File: src/rtl/dac_ctl_params.svh
/*
  Constants of the control pin decoder: pin positions in the synchroniser
  vector, field codes and the start-up defaults of the bus-side settings.
  Assumes it is included by its bare name before the module header.
*/
`ifndef DAC_CTL_PARAMS_SVH
`define DAC_CTL_PARAMS_SVH

// ==========================================================================
// pin positions inside the synchronised pin vector
`define PIN_COUNT 9
`define PIN_STATIC 0
`define PIN_I2C 1
`define PIN_MODE_LINE 2
`define PIN_DATA_LINE 3
`define PIN_CLOCK_LINE 4
`define PIN_CHANNEL 5
`define PIN_CLOCK_SRC 6
`define PIN_DAC_SRC 7
`define PIN_MUTE 8

// ==========================================================================
// interface format codes
`define FMT_I2S 2'h0
`define FMT_LSB16 2'h1
`define FMT_LSB20 2'h2
`define FMT_LSB24 2'h3

// pre-emphasis codes
`define PREEM_NONE 2'h0
`define PREEM_32K0 2'h1
`define PREEM_44K1 2'h2
`define PREEM_48K0 2'h3

// ==========================================================================
// start-up defaults of the bus-side settings
`define DEF_FORMAT 2'h0
`define DEF_CHANNEL 1'h0
`define DEF_CLOCK_SRC 1'h0
`define DEF_DAC_SRC 1'h1
`define DEF_MUTE_BIT 1'h1
`define MUTE_REG_ADDR 7'h13

`endif

File: src/rtl/dac_ctl_pkg.sv
/*
  Types of the control pin decoder: control mode, configuration, status and
  serial-bus routing carriers. Assumes nothing beyond a SystemVerilog tool.
*/
`default_nettype none

package dac_ctl_pkg;

  // ========================================================================
  // control mode, gray along three-wire -> i2c -> static
  typedef enum logic [1:0] {
    MODE_THREE_WIRE = 2'h0,
    MODE_I2C = 2'h1,
    MODE_STATIC = 2'h3
  } ctl_mode_t;

  // data path configuration
  typedef struct packed {
    logic [1:0] format;
    logic spdif_channel_select;
    logic clock_source_select;
    logic dac_source_select;
  } audio_cfg_t;

  // serial-bus lines handed to a protocol engine
  typedef struct packed {
    logic data_line;
    logic clock_line;
    logic mode_line;
  } bus_route_t;

  // whole state of the decoder
  typedef struct packed {
    ctl_mode_t mode;
    audio_cfg_t cfg;
    logic soft_mute;
    logic soft_mute_bit;
    logic load_defaults;
    logic pcm_detect_status;
    logic lock;
    logic preemphasis_status_hi;
    logic preemphasis_status_lo;
    bus_route_t tw_route;
    bus_route_t i2c_route;
    logic data_out;
    logic data_oe;
  } ctl_state_t;

endpackage

`default_nettype wire

File: src/rtl/pin_sync.sv
/*
  Three-flop pin synchroniser with agreement filter.
  Assumes asynchronous pins; output moves once stages two and three agree.
*/
`default_nettype none

module pin_sync
  import dac_ctl_pkg::*;
#(
  parameter int W = 1
) (
  input wire logic clk,
  input wire logic rst,
  input wire logic [W-1:0] pin,
  output logic [W-1:0] level
);

  typedef struct packed {
    logic [W-1:0] s1;
    logic [W-1:0] s2;
    logic [W-1:0] s3;
    logic [W-1:0] stable;
  } sync_t;

  sync_t st;
  sync_t next_st;

  // ========================================================================
  // shift chain; stable follows only agreeing bits
  always_comb begin
    next_st = st;
    next_st.s1 = pin;
    next_st.s2 = st.s1;
    next_st.s3 = st.s2;
    for (int i = 0; i < W; i++) begin
      if (st.s2[i] == st.s3[i]) begin
        next_st.stable[i] = st.s3[i];
      end
    end
  end

  always_ff @(posedge clk or posedge rst) begin
    if (rst) begin
      st <= '0;
    end else begin
      st <= next_st;
    end
  end

  assign level = st.stable;

endmodule

`default_nettype wire

File: src/rtl/dac_control_pin_decoder.sv
/*
  Control-mode selection, static configuration pin decoding, soft mute and
  status pin drive of an IEC 60958 receiver and audio DAC.
  Assumes pins arrive asynchronously; lock, PCM and pre-emphasis flags and
  the register-side settings come from logic on the same clock.
*/
// Overview of operation
// - static-mode select high: configuration comes from dedicated pins.
// - static-mode select low: configuration comes over a serial bus.
// - serial mode: i2c select low picks three-wire, high picks i2c.
// - static format pins: 00 i2s, 01/10/11 lsb-justified 16/20/24 bits.
// - static channel pin picks spdif input 0 when low, 1 when high.
// - clock pin low follows spdif rate as master, high follows data input.
// - source pin low feeds dac from data interface, high from decoder.
// - pcm detect high for pcm, low for non-pcm or burst, every mode.
// - lock high only when both locks held and pcm seen.
// - pre-emphasis pins 00 none, 01/10/11 at 32.0/44.1/48.0 kHz.
// - serial mode: non-pin settings reset to their start-up defaults.
// - serial modes: start-up mute released only by the mute bit.
// - i2c uses data/clock pins; three-wire uses data, clock, mode.
// - serial modes keep reset, mute pin and all status pins alive.
// - mute pin high always forces soft mute in every mode.
`default_nettype none

`include "dac_ctl_params.svh"

module dac_control_pin_decoder
  import dac_ctl_pkg::*;
(
  input wire logic CLK,
  input wire logic RST,
  input wire logic STATIC_MODE_SELECT,
  input wire logic I2C_MODE_SELECT,
  input wire logic BUS_MODE_LINE,
  input wire logic BUS_DATA_LINE_I,
  output logic BUS_DATA_LINE_O,
  output logic BUS_DATA_LINE_OE,
  input wire logic BUS_CLOCK_LINE,
  input wire logic SPDIF_CHANNEL_SELECT,
  input wire logic CLOCK_SOURCE_SELECT,
  input wire logic DAC_SOURCE_SELECT,
  input wire logic MUTE,
  input wire audio_cfg_t REG_CFG,
  input wire logic REG_MUTE_WRITE,
  input wire logic REG_MUTE_VALUE,
  input wire logic TW_DATA_OUT,
  input wire logic TW_DATA_OE,
  input wire logic I2C_SDA_LOW,
  input wire logic PLL_LOCKED,
  input wire logic DECODER_LOCKED,
  input wire logic PCM_SEEN,
  input wire logic BURST_SEEN,
  input wire logic [1:0] PREEMPH_CODE,
  output ctl_mode_t CONTROL_MODE,
  output audio_cfg_t AUDIO_CFG,
  output logic SOFT_MUTE,
  output logic SOFT_MUTE_BIT,
  output logic LOAD_DEFAULTS,
  output logic PCM_DETECT_STATUS,
  output logic LOCK,
  output logic PREEMPHASIS_STATUS_HI,
  output logic PREEMPHASIS_STATUS_LO,
  output bus_route_t TW_ROUTE,
  output bus_route_t I2C_ROUTE
);

  // ========================================================================
  // pin synchronisation
  logic [`PIN_COUNT-1:0] raw_pins;
  logic [`PIN_COUNT-1:0] pins;

  assign raw_pins = {MUTE, DAC_SOURCE_SELECT, CLOCK_SOURCE_SELECT,
                     SPDIF_CHANNEL_SELECT, BUS_CLOCK_LINE, BUS_DATA_LINE_I,
                     BUS_MODE_LINE, I2C_MODE_SELECT, STATIC_MODE_SELECT};

  pin_sync #(
    .W(`PIN_COUNT)
  ) u_pin_sync (
    .clk(CLK),
    .rst(RST),
    .pin(raw_pins),
    .level(pins)
  );

  // ========================================================================
  // helpers
  function automatic ctl_mode_t decode_mode(input logic stat,
                                            input logic i2c);
    if (stat) begin
      decode_mode = MODE_STATIC;
    end else if (i2c) begin
      decode_mode = MODE_I2C;
    end else begin
      decode_mode = MODE_THREE_WIRE;
    end
  endfunction

  function automatic audio_cfg_t default_cfg();
    default_cfg.format = `DEF_FORMAT;
    default_cfg.spdif_channel_select = `DEF_CHANNEL;
    default_cfg.clock_source_select = `DEF_CLOCK_SRC;
    default_cfg.dac_source_select = `DEF_DAC_SRC;
  endfunction

  // ========================================================================
  // state
  ctl_state_t st;
  ctl_state_t next_st;
  ctl_mode_t new_mode;
  logic mode_change;
  logic pcm_now;

  always_comb begin
    new_mode = decode_mode(pins[`PIN_STATIC], pins[`PIN_I2C]);
    mode_change = (new_mode != st.mode);
    pcm_now = PCM_SEEN & ~BURST_SEEN;
    next_st = st;
    next_st.mode = new_mode;
    next_st.load_defaults = 1'b0;

    // configuration source per mode
    case (new_mode)
      MODE_STATIC: begin
        next_st.cfg.format = {pins[`PIN_MODE_LINE],
                              pins[`PIN_DATA_LINE]};
        next_st.cfg.spdif_channel_select = pins[`PIN_CHANNEL];
        next_st.cfg.clock_source_select = pins[`PIN_CLOCK_SRC];
        next_st.cfg.dac_source_select = pins[`PIN_DAC_SRC];
      end
      MODE_I2C, MODE_THREE_WIRE: begin
        if (mode_change) begin
          next_st.cfg = default_cfg();
          next_st.load_defaults = 1'b1;
        end else begin
          next_st.cfg = REG_CFG;
        end
      end
      default: begin
        next_st.cfg = default_cfg();
      end
    endcase

    // start-up mute bit: set on entry, cleared only by a register write
    if (new_mode == MODE_STATIC) begin
      next_st.soft_mute_bit = `DEF_MUTE_BIT;
    end else if (mode_change) begin
      next_st.soft_mute_bit = `DEF_MUTE_BIT;
    end else if (REG_MUTE_WRITE) begin
      next_st.soft_mute_bit = REG_MUTE_VALUE;
    end

    // mute pin always wins; bus bit adds in serial modes
    next_st.soft_mute = pins[`PIN_MUTE] |
                        ((new_mode != MODE_STATIC) &
                         next_st.soft_mute_bit);

    // status pins, driven in every mode
    next_st.pcm_detect_status = pcm_now;
    next_st.lock = PLL_LOCKED & DECODER_LOCKED & pcm_now;
    next_st.preemphasis_status_hi = PREEMPH_CODE[1];
    next_st.preemphasis_status_lo = PREEMPH_CODE[0];

    // serial line routing; idle engines see a quiet bus
    next_st.tw_route = '0;
    next_st.i2c_route = '{data_line: 1'b1, clock_line: 1'b1,
                          mode_line: 1'b0};
    next_st.data_out = 1'b0;
    next_st.data_oe = 1'b0;
    case (new_mode)
      MODE_THREE_WIRE: begin
        next_st.tw_route.data_line = pins[`PIN_DATA_LINE];
        next_st.tw_route.clock_line = pins[`PIN_CLOCK_LINE];
        next_st.tw_route.mode_line = pins[`PIN_MODE_LINE];
        next_st.data_out = TW_DATA_OUT;
        next_st.data_oe = TW_DATA_OE;
      end
      MODE_I2C: begin
        next_st.i2c_route.data_line = pins[`PIN_DATA_LINE];
        next_st.i2c_route.clock_line = pins[`PIN_CLOCK_LINE];
        next_st.data_out = 1'b0; // open drain: only pulls low
        next_st.data_oe = I2C_SDA_LOW;
      end
      MODE_STATIC: begin
        next_st.data_oe = 1'b0; // data pin is a format strap
      end
      default: begin
        next_st.data_oe = 1'b0;
      end
    endcase
  end

  // ========================================================================
  // state register; reset pin holds everything at rest
  always_ff @(posedge CLK or posedge RST) begin
    if (RST) begin
      st <= '{mode: MODE_THREE_WIRE,
              cfg: '{format: `DEF_FORMAT,
                     spdif_channel_select: `DEF_CHANNEL,
                     clock_source_select: `DEF_CLOCK_SRC,
                     dac_source_select: `DEF_DAC_SRC},
              soft_mute: 1'b1,
              soft_mute_bit: `DEF_MUTE_BIT,
              load_defaults: 1'b0,
              pcm_detect_status: 1'b0,
              lock: 1'b0,
              preemphasis_status_hi: 1'b0,
              preemphasis_status_lo: 1'b0,
              tw_route: '0,
              i2c_route: '{data_line: 1'b1, clock_line: 1'b1,
                           mode_line: 1'b0},
              data_out: 1'b0,
              data_oe: 1'b0};
    end else begin
      st <= next_st;
    end
  end

  // ========================================================================
  // outputs straight from the state register
  assign CONTROL_MODE = st.mode;
  assign AUDIO_CFG = st.cfg;
  assign SOFT_MUTE = st.soft_mute;
  assign SOFT_MUTE_BIT = st.soft_mute_bit;
  assign LOAD_DEFAULTS = st.load_defaults;
  assign PCM_DETECT_STATUS = st.pcm_detect_status;
  assign LOCK = st.lock;
  assign PREEMPHASIS_STATUS_HI = st.preemphasis_status_hi;
  assign PREEMPHASIS_STATUS_LO = st.preemphasis_status_lo;
  assign TW_ROUTE = st.tw_route;
  assign I2C_ROUTE = st.i2c_route;
  assign BUS_DATA_LINE_O = st.data_out;
  assign BUS_DATA_LINE_OE = st.data_oe;

endmodule

`default_nettype wire

File: config.mk
export PLATFORM = sky130hd
export DESIGN_NAME = dac_control_pin_decoder
export DESIGN_NICKNAME = d
export VERILOG_FILES = /design/src/rtl/dac_ctl_pkg.sv /design/src/rtl/pin_sync.sv /design/src/rtl/dac_control_pin_decoder.sv
export VERILOG_INCLUDE_DIRS = /design/src /design/src/rtl
export SDC_FILE = /design/constraint.sdc
export NUM_CORES = 1
export LEC_CHECK = 0
export BUFFER_PORTS_ARGS = -buffer_cell sky130_fd_sc_hd__buf_2
export CAP_MARGIN = 20
export CORE_MARGIN = 5
export CORE_UTILIZATION = 45
export CTS_CLUSTER_DIAMETER = 120
export DETAILED_ROUTE_END_ITERATION = 7
export PLACE_DENSITY = 0.67
export SLEW_MARGIN = 20
export SYNTH_ARGS = -nofsm -noshare
export SYNTH_HDL_FRONTEND = slang
export SYNTH_SLANG_ARGS = --single-unit
File: constraint.sdc
create_clock -name CLK -period 3.9 [get_ports CLK]
set_clock_uncertainty 0.05 [all_clocks]
set_input_delay 0.195 -clock CLK [delete_from_list [all_inputs] [get_ports CLK]]
set_output_delay 0.195 -clock CLK [all_outputs]
set_load 0.03 [all_outputs]
==> impl_metrics.py, run 1 <==
metrics = {
    "outcome": {
        "violations": "negative hold slack",
        "status": "finished with violations",
    },
    "timing": {
        "rsz0062_at_grt": "false",
        "finalCritPeriodShare_pct": 34.72,
        "fin_setup_tns_ps": 0,
        "final-setup-viol-count": 0,
        "hold_slack_ps": -18.24,
        "final_hold_viol_count": 15,
        "worst_pin_slew_ps": 901.8,
        "fmaxAchievable_mhz": 738.4,
        "finalCriticalPeriod_ps": 1354,
        "maxSlewViolCount": 0,
        "max_slew_margin_pct": 39.88,
    },
    "worst_hold_path": {
        "hp-class": "input port to async pin",
    },
    "logic_synthesis": {
        "synthDistinctLibCells": 24,
        "synthTopCellsByArea": "dfrtp_1 74%, dfstp_2 7.4%, maj3_1 5.1%, o41ai_1 2.0%, and2_1 1.4%",
        "syn_inst": 104,
        "synth-seq-area-share_pct": 81.15,
        "synth_top_area_share_pct": 73.71,
        "syn-num-nets": 131,
        "ys_ff_latch": 57,
        "ys_warn_count": 0,
        "syn_area_um2": 1765,
        "post_synth.cell_area_avg_um2": 16.98,
        "yosysTopAreaCell": "dfrtp_1",
    },
    "floorplanning": {
        "start_util_pct": 47.16,
        "core.rowCount": 22,
        "io_pins": 49,
        "die_area_um2": 5276,
        "die_w_um": 72.64,
        "core_um2": 3744,
        "die_y_um": 72.64,
    },
    "place": {
        "placed_area_um2": 2041,
        "dp_hpwl_um": 1898,
        "place_congestion": 0.7092,
        "io_buffers": 47,
    },
    "layout": {
        "antennaDiodeCount": 0,
        "syn2layout_area_growth_pct": 34.23,
        "layout-drive-gt1-share_pct": 41.14,
        "nFillCells": 290,
        "design_area_um2": 2370,
        "nNetsFinal": 197,
    },
    "worst_setup_path": {
        "critical_path_class": "flip-flop to flip-flop",
        "cp_max_fo": 8,
        "end_kind": "flip-flop",
        "critPathArrivalTime_ps": 1530,
        "critPathLaunchType": "flip-flop",
        "cp.required_ps": 4080,
    },
    "power_and_ir_drop": {
        "p_int_w": 0.001036,
        "p_comb_share_pct": 9.9,
        "p_sw_w": 0.0003036,
        "power_w": 0.001340,
        "cellLeakagePower_nw": 1.139,
        "pwr-share-clk_pct": 40.7,
        "vdd_drop_max_v": 0.0002950,
        "power.density_nw_per_um2": 565.3,
        "p_sw_share_pct": 22.66,
        "pwr-share-seq_pct": 49.4,
    },
    "drt": {
        "drt-initial-drc-count": 78,
        "wire_per_inst_um": 12.35,
        "ant_nets": 0,
        "vias_per_cell": 4.475,
        "drc": 0,
        "postRouteWirelength_um": 2755,
        "vias": 998,
        "first_pass_iters": 4,
    },
    "clock_network": {
        "clk_path_buf_depth": 2,
        "ctsResizeCount": 0,
        "clkSlewWorstSetupHoldPaths_ps": 60,
        "insertion_delay_ps": 310,
        "cts_tree": "built",
        "cts-root-buf": "clkbuf_8",
        "clock_sink_count": 57,
        "cts_made_buffers": 9,
        "cts_setup_buffers": 0,
        "hold_buffers": 12,
        "h-tree-depth": 3,
    },
    "global_routing": {
        "grt_max_degree": 58,
        "antenna_found_initial": 0,
        "grt.total_usage_pct": 12.27,
        "grt_remaining_overflow": 0,
        "grt_pass1_vias": 1064,
        "grt_pass1_wl_um": 4664,
    },
    "flow_run": {
        "max_cap_violations": 0,
    },
}
-- logic make-up after synthesis --
group | count (synthesis) | share of synthesized area (%)
flops | 57 | 81.15
simple gates | 17 | 5.528
buf+inv | 10 | 2.409
fa+ha+maj | 9 | 5.103
compound gates | 7 | 3.898
mux | 2 | 1.205
other cells | 1 | 0.2124
xor+xnor | 1 | 0.4962
-- state kept, by name (all words and copies together) (netlist names) --
name	count
BUS_DATA_LINE_O	1
SOFT_MUTE_BIT	1
SOFT_MUTE	1
CONTROL_MODE	2
PCM_DETECT_STATUS	1
u_pin_sync.level	9
TW_ROUTE	3
AUDIO_CFG	5
BUS_DATA_LINE_OE	1
LOCK	1
I2C_ROUTE	2
LOAD_DEFAULTS	1
u_pin_sync.st	9
PREEMPHASIS_STATUS_HI	1
u_pin_sync.next_st	18
PREEMPHASIS_STATUS_LO	1
-- cells in the mapped netlist --
master	number
buf_1	1
dfrtp_1	52
and2_1	4
maj3_1	9
nor2_1	2
buf_4	1
nor2b_1	1
mux2i_1	1
or3b_2	2
nand2b_1	2
or4_1	1
dfstp_2	5
and3_1	1
clkbuf_1	1
inv_1	6
o41a_1	1
xor2_1	1
o21ba_2	1
o41a_2	1
mux2_2	1
buf_2	1
o41ai_1	4
conb_1	1
nand2_1	4
-- stage by stage --
| stage | instances | worst slack, ps | util (%) |
|---|---|---|---|
| 6_report | 223 | 2546 | 63.30 |
| 5_1_grt | 223 | 2486 | 63.30 |
| 4_1_cts | 223 | 2535 | 63.27 |
| 3_5_place_dp | 195 | 2542 | 54.51 |
| 3_3_place_gp | 195 | 2597 | 54.51 |
| 2_1_floorplan | 104 | 2264 | - |
-- worst paths after layout --
kind / start / endpoint / slack (ps) / cells past startpoint
setup / recovery: u_pin_sync.level[1] / SOFT_MUTE_BIT / 2550 / 2
hold / removal: RST / PREEMPHASIS_STATUS_HI / -20 / 2
setup reg to reg: u_pin_sync.level[1] / SOFT_MUTE_BIT / 2550 / 2
hold reg to reg: u_pin_sync.next_st[21] / u_pin_sync.next_st[12] / 300 / 0
max in group asynchronous: RST / u_pin_sync.next_st[9] / 3270 / 2
min in group CLK: TW_DATA_OUT / BUS_DATA_LINE_O / 40 / 2
-- cell type report --
class	count	area, um^2	share of cell area, %
Multi-Input combinational cell	37	290.3	12.25
Clock inverter	2	35.03	1.478
Clock buffer	14	172.7	7.286
Tap cell	48	60.06	2.534
Sequential cell	57	1433	60.45
Inverter	6	23.77	1.003
Timing Repair Buffer	59	355.3	14.99
-- power groups by stage --
stage / sequential, W / clock, W / combinational (W)
floorplan: 0.000706 / 0 / 0.0000482
global placement: 0.000671 / 0 / 0.000122
detailed placement: 0.000673 / 0 / 0.000126
CTS: 0.000663 / 0.000562 / 0.000135
global route: 0.000669 / 0.000590 / 0.000144
finish: 0.000662 / 0.000545 / 0.000132
-- worst max-delay path, cell delays in order (launching register included) --
cell	delay (ps)
dfrtp_1	450
xor2_1	270
or4_1	510
-- routing by layer --
metal	vias up	track usage (%)	share of wire (%)
met4	0	6.148	0
li1	473	-	-
met2	51	17.54	45
met5	-	0	0
met1	474	14.72	42
met3	0	7.163	13
-- cells in the final DEF (no fill, tap or decap), drive strengths merged, types with 4 or more instances in the layout --
cell type	count
dfrtp	52
buf	47
clkbuf	14
dlygate4sd3	12
maj3	9
dfstp	5
inv	5
nand2	4
o41ai	4
and2	4
(Power assumes the default switching activity.)
==> inputs of run 2 (changes only) <==
ABC_AREA = 1   (was unset)
PLACE_DENSITY = 0.7   (was 0.67)
clock period = 1.24 ns   (was 3.9 ns; I/O delays follow)
==> impl_metrics.py, run 2 <==
metrics = {
    "worst_setup_path": {
        "r2r-end": "AUDIO_CFG[3]",
        "critPathLaunchType": "input port",
        "critPathArrivalTime_ps": 1420,
        "rrSetupSlack_ps": 140,
        "reg2reg_depth": 5,
        "r2r-start": "u_pin_sync.level[1]",
        "cp.required_ps": 1440,
        "critical_path_class": "input port to flip-flop",
        "cp_max_fo": 2,
        "end_kind": "flip-flop",
    },
    "layout": {
        "layout-drive-gt1-share_pct": 37.26,
        "nNetsFinal": 235,
        "layout_commonest_cell": "dfrtp_1",
        "final_cell_mix": "51 x dfrtp_1, 47 x buf_2, 26 x dlygate4sd3_1, 17 x nand2_1, 11 x clkbuf_8",
        "antennaDiodeCount": 0,
        "fin_util_pct": 65.00,
        "syn2layout_area_growth_pct": 41.63,
        "largest_reg_flops": 18,
    },
    "global_routing": {
        "gr-usage-met2_pct": 21.85,
        "grt_use_met1_pct": 15.87,
        "grt_max_degree": 58,
        "use_met3_pct": 5.882,
        "grt_pass1_vias": 1167,
        "busiest_layer": "met2",
        "grt_pass1_wl_um": 5347,
        "antenna_found_initial": 0,
        "grt_remaining_overflow": 0,
        "grt.total_usage_pct": 13.96,
    },
    "timing": {
        "final_hold_viol_count": 0,
        "finalCriticalPeriod_ps": 1217,
        "maxSlewViolCount": 0,
        "fmaxAchievable_mhz": 821.8,
        "rsz0062_at_grt": "false",
        "finalCritPeriodShare_pct": 98.14,
        "final-setup-viol-count": 0,
        "hold_slack_ps": 76.57,
        "fin_setup_tns_ps": 0,
    },
    "floorplanning": {
        "die_y_um": 73.41,
        "start_util_pct": 45.89,
        "die_w_um": 73.41,
        "io_pins": 49,
        "core_um2": 3943,
        "core.rowCount": 23,
        "die_area_um2": 5388,
    },
    "logic_synthesis": {
        "synthArstFlopShare_pct": 100.0,
        "synth_edf_count": 0,
        "post_synth.cell_area_avg_um2": 14.83,
        "synth-main-ff-cell": "dfrtp_1",
        "synthDistinctLibCells": 20,
        "syn-num-nets": 149,
        "synth-seq-area-share_pct": 79.18,
        "ys_warn_count": 0,
        "synth_common_cells": "52 x dfrtp_1, 17 x nand2_1, 10 x inv_1, 9 x maj3_1, 7 x nand3_1",
        "syn_inst": 122,
        "yosysMostFrequentCell": "dfrtp_1",
        "ys_ff_latch": 57,
        "synth_top_area_share_pct": 71.92,
        "synthTopCellsByArea": "dfrtp_1 72%, dfstp_2 7.3%, maj3_1 5.0%, nand2_1 3.5%, inv_1 2.1%",
        "yosysTopAreaCell": "dfrtp_1",
        "syn_area_um2": 1809,
    },
    "drt": {
        "ant_nets": 0,
        "drt-initial-drc-count": 60,
        "vias": 1153,
        "drc": 0,
        "vias_per_cell": 4.401,
        "first_pass_iters": 4,
        "postRouteWirelength_um": 3290,
        "wire_per_inst_um": 12.56,
    },
    "clock_network": {
        "clock_sink_count": 57,
        "insertion_delay_ps": 320,
        "h-tree-depth": 3,
        "cts_tree": "built",
        "cts_made_buffers": 9,
        "cts-root-buf": "clkbuf_8",
        "clkSlewWorstSetupHoldPaths_ps": 60,
        "clk_path_buf_depth": 2,
    },
    "place": {
        "place_congestion": 0.7999,
        "io_buffers": 47,
        "dp_hpwl_um": 2118,
    },
    "outcome": {
        "status": "complete, no violations",
    },
    "flow_run": {
        "max_cap_violations": 0,
    },
    "worst_hold_path": {
        "hp-class": "input port to flip-flop",
        "min_path_cells": 4,
        "holdCritStartpoint": "PCM_SEEN",
        "worst_hold_path.endpoint": "LOCK",
    },
    "power_and_ir_drop": {
        "power.density_nw_per_um2": 1579,
        "cellLeakagePower_nw": 1.280,
        "vdd_drop_max_v": 0.0008126,
    },
}
-- run 2: worst max-delay path by stage --
stage / startpoint / endpoint / slack (ps) / depth (start not counted)
after floorplan: CONTROL_MODE[0] / AUDIO_CFG[1] / 150 / 5
after global placement: u_pin_sync.level[0] / AUDIO_CFG[3] / 170 / 5
after detailed placement: u_pin_sync.level[0] / AUDIO_CFG[3] / 90 / 5
after CTS: u_pin_sync.level[0] / AUDIO_CFG[3] / 70 / 5
after global routing: BURST_SEEN / PCM_DETECT_STATUS / 30 / 4
final: BURST_SEEN / PCM_DETECT_STATUS / 20 / 4
-- run 2: routing by layer --
layer,part of all wire (%),up-vias
li1,-,553
met1,40,545
met2,50,46
met3,8.1,9
met4,2.4,0
met5,0,-
-- run 2: kinds of logic after synthesis --
family | synth area share [%]
buffers and inverters | 3.804
DFF | 79.18
other | 0.2073
AOI/OAI and AO/OA | 0.2764
adders and majority gates | 4.979
muxes | 0.5533
and+or+nand+nor | 11.00
-- run 2: what timing repair did --
action	4_1_cts	5_1_grt
endpoints found under the hold margin	73	0
gates resized for setup	0	1
hold buffers	26	0
endpoints found under the setup margin	0	2
setup buffers	0	0
-- run 2: through the flow --
stage	power [W]	setup WS (ps)	instances	cell area (um^2)
after CTS	0.004099	65.14	262	2561
after global placement	0.002564	168.2	221	2135
final	0.004046	23.10	262	2562
after detailed placement	0.002584	94.57	221	2135
after floorplan	0.002412	147.8	122	1813
after global routing	0.004243	29.57	262	2562
-- run 2: cell type report --
cell class                 instances  area (um^2)
inverter                          12        53.80
clock buffer                      15        166.4
multi-input combinational         51        307.8
tap                               50        62.56
fill                             285         1380
sequential                        57         1434
timing repair buffer              77        538.0
-- run 2: worst max-delay path: stages --
cell and delay, ps:
dlygate4sd3_1 530, buf_2 120, nor2_1 150, dlygate4sd3_1 570
-- run 2: power by group --
part           internal, W  switching [W]  total (W)  leakage (nW)
Combinational     0.000210       0.000314   0.000525         0.523
Sequential         0.00201      0.0000754    0.00209         0.673
Clock             0.000826       0.000610    0.00144        0.0838
==> inputs of run 3 (changes only) <==
PLACE_DENSITY = 0.67   (was 0.7)
clock period = 1.4 ns   (was 1.24 ns; I/O delays follow)
==> impl_metrics.py, run 3 (synthesized netlist as in run 2, its figures left out) <==
metrics = {
    "drt": {
        "first_pass_iters": 4,
        "drc": 0,
        "postRouteWirelength_um": 3251,
        "wire_per_inst_um": 12.46,
        "ant_nets": 0,
        "vias": 1155,
        "drt-initial-drc-count": 47,
        "vias_per_cell": 4.425,
    },
    "floorplanning": {
        "start_util_pct": 45.89,
        "die_w_um": 73.41,
        "core.rowCount": 23,
        "die_y_um": 73.41,
        "die_area_um2": 5388,
        "core_um2": 3943,
        "io_pins": 49,
    },
    "power_and_ir_drop": {
        "vdd_drop_max_v": 0.0006729,
        "p_comb_share_pct": 12.7,
        "cellLeakagePower_nw": 1.277,
        "pwr-share-clk_pct": 35.8,
        "p_int_w": 0.002692,
        "p_sw_w": 0.0008907,
        "pwr-share-seq_pct": 51.5,
        "power.density_nw_per_um2": 1401,
        "p_sw_share_pct": 24.86,
    },
    "layout": {
        "largest_reg_flops": 18,
        "layout_commonest_cell": "dfrtp_1",
        "nFillCells": 295,
        "final_cell_mix": "52 x dfrtp_1, 47 x buf_2, 27 x dlygate4sd3_1, 17 x nand2_1, 11 x clkbuf_8",
        "nNetsFinal": 234,
        "layout-drive-gt1-share_pct": 36.02,
        "antennaDiodeCount": 0,
        "syn2layout_area_growth_pct": 41.29,
    },
    "timing": {
        "final_hold_viol_count": 0,
        "finalCriticalPeriod_ps": 1334,
        "maxSlewViolCount": 0,
        "fin_setup_tns_ps": 0,
        "finalCritPeriodShare_pct": 95.25,
        "rsz0062_at_grt": "false",
        "hold_slack_ps": 216.0,
        "final-setup-viol-count": 0,
        "fmaxAchievable_mhz": 749.9,
    },
    "clock_network": {
        "h-tree-depth": 3,
        "clkSlewWorstSetupHoldPaths_ps": 60,
        "cts_setup_buffers": 0,
        "cts-root-buf": "clkbuf_8",
        "clock_sink_count": 57,
        "cts_tree": "built",
        "cts_made_buffers": 9,
        "insertion_delay_ps": 320,
        "clk_path_buf_depth": 2,
    },
    "global_routing": {
        "grt_remaining_overflow": 0,
        "grt.total_usage_pct": 13.73,
        "grt_use_met1_pct": 14.61,
        "grt_max_degree": 43,
        "grt_pass1_vias": 1175,
        "use_met3_pct": 6.293,
        "gr-usage-met2_pct": 22.14,
        "antenna_found_initial": 0,
        "busiest_layer": "met2",
        "grt_pass1_wl_um": 5202,
    },
    "worst_hold_path": {
        "hp-class": "input port to async pin",
    },
    "flow_run": {
        "max_cap_violations": 0,
    },
    "place": {
        "io_buffers": 47,
        "place_congestion": 0.7720,
        "dp_hpwl_um": 2065,
    },
    "worst_setup_path": {
        "critPathArrivalTime_ps": 1550,
        "rrSetupSlack_ps": 250,
        "end_kind": "flip-flop",
        "reg2reg_depth": 6,
        "critPathLaunchType": "input port",
        "cp_max_fo": 2,
        "cp.required_ps": 1610,
        "critical_path_class": "input port to flip-flop",
    },
    "outcome": {
        "status": "complete, no violations",
    },
}
-- run 3: timing repair --
| item | CTS | global route |
|---|---|---|
| hold buffers | 27 | 0 |
| resized for setup | 0 | 0 |
| endpoints found under the hold margin | 74 | 0 |
-- run 3: area by class of cell --
| cell class | instances | area, um^2 | area share [%] |
|---|---|---|---|
| multi-input cells | 51 | 307.8 | 12.04 |
| clock buffers | 15 | 166.4 | 6.510 |
| inverters | 12 | 53.80 | 2.105 |
| well taps | 50 | 62.56 | 2.447 |
| repair buffers | 76 | 533.0 | 20.85 |
| flip-flops and latches | 57 | 1433 | 56.04 |
-- run 3: per-stage QoR --
stage                     cells  utilization [%]  area [um^2]  worst slack [ps]  power [W]
final                       261            64.84         2556             66.46   0.003582
after global routing        261            64.84         2556             4.535   0.003746
after CTS                   261            64.84         2556             102.0   0.003624
after detailed placement    219            53.76         2120             261.4   0.002275
after global placement      219            53.76         2120             295.1   0.002266
after floorplan             122                -         1813             307.8   0.002137
-- run 3: routing by layer --
metal | vias up | routed length, um
met5 | - | 0
met1 | 552 | 1261
met3 | 8 | 303
li1 | 549 | -
met4 | 0 | 90
met2 | 46 | 1595
-- run 3: final timing paths --
path | startpoint | endpoint
min in group CLK | u_pin_sync.next_st[21] | u_pin_sync.next_st[12]
setup / recovery | BURST_SEEN | LOCK
setup reg to reg | u_pin_sync.level[0] | AUDIO_CFG[3]
hold / removal | RST | u_pin_sync.next_st[24]
hold reg to reg | u_pin_sync.next_st[21] | u_pin_sync.next_st[12]
max in group asynchronous | RST | AUDIO_CFG[0]
-- run 3: power groups by stage --
stage | combinational, W | sequential (W) | clock [W]
3_3_place_gp | 0.000395 | 0.00187 | 0
2_1_floorplan | 0.000161 | 0.00198 | 0
4_1_cts | 0.000460 | 0.00185 | 0.00132
6_report | 0.000456 | 0.00184 | 0.00128
3_5_place_dp | 0.000400 | 0.00187 | 0
5_1_grt | 0.000494 | 0.00186 | 0.00139
-- run 3: critical path, cell delays in order --
cell and delay, ps:
dlygate4sd3_1 550, buf_2 130, nor2_1 110, and3_1 140, dlygate4sd3_1 540
